--- config.mk ---
export PLATFORM = sky130hd
export DESIGN_NAME = mfx_memory_field_extension
export DESIGN_NICKNAME = d
export VERILOG_FILES = /design/src/mfx_pkg.sv /design/src/mfx_memory_field_extension.sv
export SDC_FILE = /design/constraint.sdc
export NUM_CORES = 1
export LEC_CHECK = 0
export ABC_AREA = 1
export BUFFER_PORTS_ARGS = -buffer_cell sky130_fd_sc_hd__clkbuf_2
export CORE_MARGIN = 2
export CORE_UTILIZATION = 45
export CTS_BUF_LIST = sky130_fd_sc_hd__clkbuf_8
export CTS_CLUSTER_SIZE = 24
export DETAILED_ROUTE_END_ITERATION = 10
export GPL_TIMING_DRIVEN = 0
export PLACE_DENSITY = 0.92
export SLEW_MARGIN = 15
export SYNTH_ARGS = -nofsm -noshare
export SYNTH_HDL_FRONTEND = slang
export SYNTH_SLANG_ARGS = --single-unit
export TNS_END_PERCENT = 5
--- constraint.sdc ---
create_clock -name CLK_IN -period 1.7 [get_ports CLK_IN]
set_input_delay 0.425 -clock CLK_IN [delete_from_list [all_inputs] [get_ports CLK_IN]]
set_output_delay 0.425 -clock CLK_IN [all_outputs]
set_load 0.01 [all_outputs]
--- src/mfx_pkg.sv ---
package mfx_pkg;
	// field widths
	localparam int FW = 3;
	localparam int AW = 12;
	// instruction phase codes, one-hot
	typedef enum logic [2:0] {
		PH_FETCH = 3'h1,
		PH_DEFER = 3'h2,
		PH_EXEC = 3'h4
	} mfx_phase_t;
	// top three instruction bits: memory reference classes
	localparam logic [2:0] OPC_AND = 3'h0;
	localparam logic [2:0] OPC_DCA = 3'h3;
	// iot word layout: device 2N, function bits 2:0
	localparam logic [5:0] IOT_HI = 6'h32; // octal 62
	localparam logic [2:0] IOT_OPF_CDF = 3'h1;
	localparam logic [2:0] IOT_OPF_CIF = 3'h2;
	localparam logic [2:0] IOT_OPF_BOTH = 3'h3;
	localparam logic [2:0] IOT_OPF_READ = 3'h4;
	// sub codes (field N) for the read group 62N4
	localparam logic [2:0] RD_OPERAND = 3'h1;
	localparam logic [2:0] RD_CODE = 3'h2;
	localparam logic [2:0] RD_SAVED = 3'h3;
	localparam logic [2:0] RD_RESTORE = 3'h4;
	localparam logic [2:0] RD_COMMIT = 3'h5;
	// get-flags word, octal 6004
	localparam logic [11:0] IOT_GET_FLAGS = 12'hc04;
	// auto-index window 10..17 octal: address bits 11:3 equal one
	localparam logic [8:0] AUTOIDX_PAGE = 9'h001;
	// register map
	localparam logic [11:0] REG_STATUS = 12'h000;
	localparam logic [11:0] REG_CTRL = 12'h004;
	localparam logic [31:0] CTRL_RESET = 32'h00000001;
	// status field positions
	localparam int ST_IF = 0;
	localparam int ST_IB = 4;
	localparam int ST_DF = 8;
	localparam int ST_SF = 12;
	localparam int ST_INH = 20;
	// processor core request carrier
	typedef struct packed {
		logic iot_stb;
		logic [AW-1:0] iot_word;
		logic [AW-1:0] acc;
		mfx_phase_t phase;
		logic phase_stb;
		logic [2:0] opc;
		logic [AW-1:0] addr;
		logic jump_exec;
		logic int_ack;
		logic int_req;
		logic panel_req;
		logic panel_mode;
	} mfx_cpu_req_t;
	// apb request carrier
	typedef struct packed {
		logic psel;
		logic penable;
		logic pwrite;
		logic [11:0] paddr;
		logic [31:0] pwdata;
	} mfx_apb_req_t;
endpackage : mfx_pkg

--- src/mfx_memory_field_extension.sv ---
`timescale 1ns/10ps
module mfx_memory_field_extension (
	input wire logic CLK_IN,
	input wire logic RSTN_IN,
	input wire mfx_pkg::mfx_cpu_req_t CPU_REQ_IN,
	input wire mfx_pkg::mfx_apb_req_t APB_REQ_IN,
	output logic [mfx_pkg::FW-1:0] EXT_FIELD_OUT,
	output logic AUTOIDX_OUT,
	output logic [mfx_pkg::AW-1:0] ACC_OUT,
	output logic ACC_VALID_OUT,
	output logic INT_GRANT_OUT,
	output logic PANEL_GRANT_OUT,
	output logic [31:0] PRDATA_OUT,
	output logic PREADY_OUT,
	output logic PSLVERR_OUT
);

	////////////////////////////////////////////////////////////////
	// field state
	logic [mfx_pkg::FW-1:0] code_field_q;
	logic [mfx_pkg::FW-1:0] instruction_field_buffer_q;
	logic [mfx_pkg::FW-1:0] data_field_q;
	logic [2*mfx_pkg::FW-1:0] save_field_q;
	logic inhibit_q;
	logic [31:0] ctrl_q;
	mfx_pkg::mfx_phase_t last_phase_q;

	// iot decode
	logic iot_ours;
	logic [2:0] iot_n;
	logic [2:0] iot_f;
	logic do_set_operand;
	logic do_switch_code;
	logic do_read;
	logic do_restore;
	logic do_commit;
	logic do_get_flags;
	logic jump_commit;

	assign iot_ours = CPU_REQ_IN.iot_stb && (CPU_REQ_IN.iot_word[11:6] == mfx_pkg::IOT_HI);
	assign iot_n = CPU_REQ_IN.iot_word[5:3];
	assign iot_f = CPU_REQ_IN.iot_word[2:0];
	assign do_set_operand = iot_ours && (iot_f == mfx_pkg::IOT_OPF_CDF || iot_f == mfx_pkg::IOT_OPF_BOTH);
	assign do_switch_code = iot_ours && (iot_f == mfx_pkg::IOT_OPF_CIF || iot_f == mfx_pkg::IOT_OPF_BOTH);
	assign do_read = iot_ours && (iot_f == mfx_pkg::IOT_OPF_READ);
	assign do_restore = do_read && (iot_n == mfx_pkg::RD_RESTORE);
	assign do_commit = do_read && (iot_n == mfx_pkg::RD_COMMIT);
	assign do_get_flags = CPU_REQ_IN.iot_stb && (CPU_REQ_IN.iot_word == mfx_pkg::IOT_GET_FLAGS);
	// panel routines must run transparently, so jumps there keep the field
	assign jump_commit = CPU_REQ_IN.jump_exec && !CPU_REQ_IN.panel_mode;

	////////////////////////////////////////////////////////////////
	// active code field: moves only on commit points and interrupt entry, never on pc carry
	always_ff @(posedge CLK_IN) begin
		if (!RSTN_IN) begin
			code_field_q <= '0;
		end else if (CPU_REQ_IN.int_ack) begin
			code_field_q <= '0;
		end else if (do_commit) begin
			code_field_q <= instruction_field_buffer_q;
		end else if (jump_commit) begin
			code_field_q <= instruction_field_buffer_q;
		end
		// no path increments the field on a pc wrap
	end

	// buffer: written by switch and restore, cleared on interrupt entry
	always_ff @(posedge CLK_IN) begin
		if (!RSTN_IN) begin
			instruction_field_buffer_q <= '0;
		end else if (CPU_REQ_IN.int_ack) begin
			instruction_field_buffer_q <= '0;
		end else if (do_switch_code) begin
			instruction_field_buffer_q <= iot_n;
		end else if (do_restore) begin
			instruction_field_buffer_q <= save_field_q[2*mfx_pkg::FW-1:mfx_pkg::FW];
		end
	end

	// operand field: jumps do not touch it
	always_ff @(posedge CLK_IN) begin
		if (!RSTN_IN) begin
			data_field_q <= '0;
		end else if (CPU_REQ_IN.int_ack) begin
			data_field_q <= '0;
		end else if (do_set_operand) begin
			data_field_q <= iot_n;
		end else if (do_restore) begin
			data_field_q <= save_field_q[mfx_pkg::FW-1:0];
		end
		// jump_commit deliberately absent here
	end

	// save field captures buffer, not active field, so a pending switch survives
	always_ff @(posedge CLK_IN) begin
		if (!RSTN_IN) begin
			save_field_q <= '0;
		end else if (CPU_REQ_IN.int_ack) begin
			save_field_q <= {instruction_field_buffer_q, data_field_q};
		end
	end

	// interrupt inhibit flip-flop; set wins if both arrive together
	always_ff @(posedge CLK_IN) begin
		if (!RSTN_IN) begin
			inhibit_q <= 1'b0;
		end else if (do_switch_code || do_restore) begin
			inhibit_q <= 1'b1;
		end else if (do_commit || jump_commit) begin
			inhibit_q <= 1'b0;
		end
	end

	////////////////////////////////////////////////////////////////
	// phase tracking: operand field only in execute right after defer
	always_ff @(posedge CLK_IN) begin
		if (!RSTN_IN) begin
			last_phase_q <= mfx_pkg::PH_FETCH;
		end else if (CPU_REQ_IN.phase_stb) begin
			last_phase_q <= CPU_REQ_IN.phase;
		end
	end

	// extension bits for the cycle the core announces
	always_ff @(posedge CLK_IN) begin
		if (!RSTN_IN) begin
			EXT_FIELD_OUT <= '0;
			AUTOIDX_OUT <= 1'b0;
		end else if (CPU_REQ_IN.phase_stb) begin
			// field zero keeps its auto-index words even with the extension off
			AUTOIDX_OUT <= (CPU_REQ_IN.phase == mfx_pkg::PH_DEFER)
				&& (CPU_REQ_IN.addr[11:3] == mfx_pkg::AUTOIDX_PAGE);
			if (!ctrl_q[0]) begin
				EXT_FIELD_OUT <= '0; // extension disabled: field zero only
			end else begin
				case (CPU_REQ_IN.phase)
					mfx_pkg::PH_FETCH: begin
						EXT_FIELD_OUT <= code_field_q;
					end
					mfx_pkg::PH_DEFER: begin
						EXT_FIELD_OUT <= code_field_q;
					end
					mfx_pkg::PH_EXEC: begin
						if (last_phase_q == mfx_pkg::PH_DEFER && CPU_REQ_IN.opc <= mfx_pkg::OPC_DCA) begin
							EXT_FIELD_OUT <= data_field_q;
						end else begin
							EXT_FIELD_OUT <= code_field_q;
						end
					end
					default: begin
						EXT_FIELD_OUT <= code_field_q;
					end
				endcase
			end
		end
	end

	////////////////////////////////////////////////////////////////
	// accumulator answers to read instructions; other bits pass unchanged
	always_ff @(posedge CLK_IN) begin
		if (!RSTN_IN) begin
			ACC_OUT <= '0;
			ACC_VALID_OUT <= 1'b0;
		end else begin
			ACC_VALID_OUT <= 1'b0;
			if (do_get_flags) begin
				ACC_OUT <= CPU_REQ_IN.acc | {6'h00, save_field_q};
				ACC_VALID_OUT <= 1'b1;
			end else if (do_read && iot_n == mfx_pkg::RD_OPERAND) begin
				ACC_OUT <= CPU_REQ_IN.acc | {6'h00, data_field_q, 3'h0};
				ACC_VALID_OUT <= 1'b1;
			end else if (do_read && iot_n == mfx_pkg::RD_CODE) begin
				ACC_OUT <= CPU_REQ_IN.acc | {6'h00, code_field_q, 3'h0};
				ACC_VALID_OUT <= 1'b1;
			end else if (do_read && iot_n == mfx_pkg::RD_SAVED) begin
				ACC_OUT <= CPU_REQ_IN.acc | {6'h00, save_field_q};
				ACC_VALID_OUT <= 1'b1;
			end
		end
	end

	////////////////////////////////////////////////////////////////
	// interrupt gating; panel requests skip both the field match and the inhibit
	always_ff @(posedge CLK_IN) begin
		if (!RSTN_IN) begin
			INT_GRANT_OUT <= 1'b0;
			PANEL_GRANT_OUT <= 1'b0;
		end else begin
			INT_GRANT_OUT <= CPU_REQ_IN.int_req && !inhibit_q
				&& (code_field_q == instruction_field_buffer_q);
			PANEL_GRANT_OUT <= CPU_REQ_IN.panel_req;
		end
	end

	////////////////////////////////////////////////////////////////
	// apb slave: one wait state, pready registered
	logic apb_access;
	logic apb_hit_status;
	logic apb_hit_ctrl;
	logic [31:0] status_word;

	assign apb_access = APB_REQ_IN.psel && APB_REQ_IN.penable && !PREADY_OUT;
	assign apb_hit_status = (APB_REQ_IN.paddr == mfx_pkg::REG_STATUS);
	assign apb_hit_ctrl = (APB_REQ_IN.paddr == mfx_pkg::REG_CTRL);

	always_comb begin
		status_word = '0;
		status_word[mfx_pkg::ST_IF +: mfx_pkg::FW] = code_field_q;
		status_word[mfx_pkg::ST_IB +: mfx_pkg::FW] = instruction_field_buffer_q;
		status_word[mfx_pkg::ST_DF +: mfx_pkg::FW] = data_field_q;
		status_word[mfx_pkg::ST_SF +: 2*mfx_pkg::FW] = save_field_q;
		status_word[mfx_pkg::ST_INH] = inhibit_q;
	end

	// control register; bit 0 enables the field extension
	always_ff @(posedge CLK_IN) begin
		if (!RSTN_IN) begin
			ctrl_q <= mfx_pkg::CTRL_RESET;
		end else if (apb_access && APB_REQ_IN.pwrite && apb_hit_ctrl) begin
			ctrl_q <= {31'h00000000, APB_REQ_IN.pwdata[0]};
		end
	end

	// answer path; unmapped addresses flag an error and read zero
	always_ff @(posedge CLK_IN) begin
		if (!RSTN_IN) begin
			PREADY_OUT <= 1'b0;
			PSLVERR_OUT <= 1'b0;
			PRDATA_OUT <= '0;
		end else begin
			PREADY_OUT <= apb_access;
			PSLVERR_OUT <= apb_access && !apb_hit_status && !apb_hit_ctrl;
			if (apb_access && !APB_REQ_IN.pwrite) begin
				PRDATA_OUT <= apb_hit_status ? status_word : (apb_hit_ctrl ? ctrl_q : 32'h00000000);
			end else begin
				PRDATA_OUT <= '0;
			end
		end
	end

endmodule : mfx_memory_field_extension

==> impl_metrics.csv <==
group,metric,value,unit
yosys,synth-seq-area-share,0.441,
sta,rsz0062_at_grt,"false",
yosys,ys_warn_count,0,
placed_design,dpl_cell_area,3220,sq um
power,clockPowerShare,0.404,
global_route,grt_max_degree,11,
global_route,grt_pass1_wl,10.3,mm
detailed_routing,drt_iter0_drc,132,
job,cap_violations,0,
cts,cts_setup_buffers,0,
detailed_routing,routed_via_density,4.84,
die,io_pins,151,
cts,insertion_delay,0.32,ns
cts,cts.clk_slew.worst_paths,0.06,ns
power,leakagePower,1.72,nW
yosys,synth_top_area_share,0.441,
power,seq_power_share,0.499,
setup_path,start_kind,"register",
yosys,ys_ff_latch,57,
power,power_switching,0.641,mW
cts,cts_root_buffer,"clkbuf_8",
yosys,syn_inst,352,
sta,timing.fmax,0.717,GHz
yosys,synthDistinctLibCells,31,
setup_path,crit_path_end_kind,"register",
sta,setup-violations-final,0,
setup_path,cp_cell_sequence,"nand3b_1, nor3_1, nand2_1, buf_2, nor2_1",
final_layout,diodes,0,
placed_design,dp_hpwl,5.06,mm
yosys,synth_area_leaders,"dfxtp_1, nor2_1, nand2_1",
global_route,antenna_found_initial,0,
setup_path,required,1.95,ns
sta,slew_headroom,0.653,
global_route,grt_use_total,0.205,
setup_path,cp_data_arrival_time,1.65,ns
power,p_sw_frac,0.233,
sta,tightest_slew,0.520,ns
cts,postCtsResizedCells,0,
global_route,first_global_vias,2453,
die,fp.coreArea,5540,sq um
placed_design,numPortBuffers,97,
final_layout,stdcell_area,3400,sq um
final_layout,final_cell_mix,"clkbuf_2, nor2_1, dfxtp_1, nand2_1, inv_1",
yosys,ys.flop_type,"dfxtp_1",
min_path,min_path_type,"in -> reg",
setup_path,worstSetupPathType,"reg -> reg",
placed_design,placed_cells,536,
final_layout,stdcell_count,551,
yosys,async_reset_ff_frac,0,
sta,tns,0,ns
detailed_routing,firstDrtPassIters,4,
sta,finalWorstSetupSlack,0.306,ns
power,vdd_drop_max,0.488,mV
power,total_power,2.75,mW
cts,cts_tree,"built",
sta,min_period_over_period,0.820,
placed_design,pre_cts_slack,0.0149,ns
sta,hold_viol,0,
power,combPwrFrac,0.097,
detailed_routing,ant_nets,0,
setup_path,slowest_stage,"dfxtp_1",
cts,cts_max_level,3,
run_status,status,"finished, final reports clean",
final_layout,mostFrequentLayoutCell,"clkbuf_2",
yosys,synth_edf_count,0,
power,internal-power,2.11,mW
final_layout,fin_nets,573,
die,rows,27,
final_layout,n_fill_cell,537,
power,p_per_area,809,nW/um^2
final_layout,area_growth,31.4,%
global_route,gr-total-overflow,0,
die,initial_core_util,0.467,
detailed_routing,drt-wirelength-per-cell,11.6,um
cts,clk_path_buf_depth,2,
detailed_routing,wl,6.41,mm
sta,post-route-min-period,1.39,ns
yosys,avgSynthCellArea,7.35,sq um
setup_path,crit_fanout,10,
detailed_routing,vias,2667,
sta,final.setup_skew,0.00649,ns
cts,cts_sinks,57,
cts,ctsHoldBuffers,0,
setup_path,cpPeakStageDelay,0.31,ns
yosys,synth_largest_area_cell,"dfxtp_1",
die,die_h,79.8,um
yosys,netlist_area,2590,sq um
placed_design,gp_congestion,0.911,
sta,maxSlewViolCount,0,
detailed_routing,drc,0,
final_layout,drive_gt1_frac,0.292,
die,die_w,79.8,um
die,die_area,6370,sq um
cts,cts_buffers,9,
state kept, by name (all words and copies together) (netlist names):
name	flops
PRDATA_OUT	16
PANEL_GRANT_OUT	1
save_field_q	6
data_field_q	3
ctrl_q	1
last_phase_q	3
instruction_field_buffer_q	3
code_field_q	3
PREADY_OUT	1
AUTOIDX_OUT	1
EXT_FIELD_OUT	3
ACC_VALID_OUT	1
INT_GRANT_OUT	1
PSLVERR_OUT	1
inhibit_q	1
ACC_OUT	12
worst paths after layout:
path / startpoint / cells after the start / slack, ns / to
setup reg to reg: PREADY_OUT / 5 / 0.31 / PRDATA_OUT[9]
hold reg to reg: save_field_q[5] / 2 / 0.46 / PRDATA_OUT[17]
setup / recovery: PREADY_OUT / 5 / 0.31 / PRDATA_OUT[9]
hold / removal: CPU_REQ_IN[1] / 3 / 0.29 / PANEL_GRANT_OUT
power groups by stage:
stage	Combinational [mW]	Clock, mW	Sequential, mW
floorplan	0.151	0	1.40
global placement	0.259	0	1.40
detailed placement	0.266	0	1.40
CTS	0.267	1.13	1.37
global route	0.302	1.20	1.37
finish	0.268	1.11	1.37
cell usage after synthesis (all sizes together) (2+ instances only):
| master | number |
|---|---|
| o21bai | 3 |
| nand2 | 53 |
| nor2 | 70 |
| a21oi | 21 |
| o21ai | 28 |
| nand4 | 14 |
| inv | 40 |
| clkbuf | 5 |
| nor4 | 2 |
| nand3 | 19 |
| o2111ai | 3 |
| o211ai | 3 |
| dfxtp | 57 |
| nor3 | 9 |
| buf | 19 |
stage by stage:
step / utilization / hold slack (ns)
after floorplan: - / 0.430
after global placement: 0.581 / 0.443
after detailed placement: 0.581 / 0.459
after CTS: 0.614 / 0.276
after global routing: 0.614 / 0.315
final: 0.614 / 0.290
per-layer routing:
metal,share of wire,GRT usage,vias up
li1,-,-,1369
met1,0.43,0.239,1193
met2,0.48,0.367,100
met3,0.079,0.0452,5
met4,0.011,0.0712,0
met5,0,0,-
kinds of logic (layout without fill, tap and decap cells):
logic type / after synthesis / in the layout / synth area share
buf+inv: 64 / 176 / 0.126
other cells: 1 / 16 / 0.00145
simple gates: 170 / 170 / 0.302
compound gates: 60 / 60 / 0.129
flops: 57 / 57 / 0.441
area by class of cell:
cell class,count,area (sq um),area share
Multi-Input combinational cell,246,1170,0.346
Inverter,40,150,0.0442
Buffer,24,176,0.0519
Clock inverter,3,16.3,0.00478
Sequential cell,57,1140,0.336
Timing Repair Buffer,97,485,0.143
Clock buffer,12,165,0.0486
Tap cell,72,90.1,0.0265
critical path, delay by kind of cell, from the launching register on:
kind                   cells  cell delay (ns)
flip-flops                 1             0.31
buffers and inverters      1             0.24
AND/OR/NAND/NOR            4             0.77
Power figures use the tool's default switching activity.
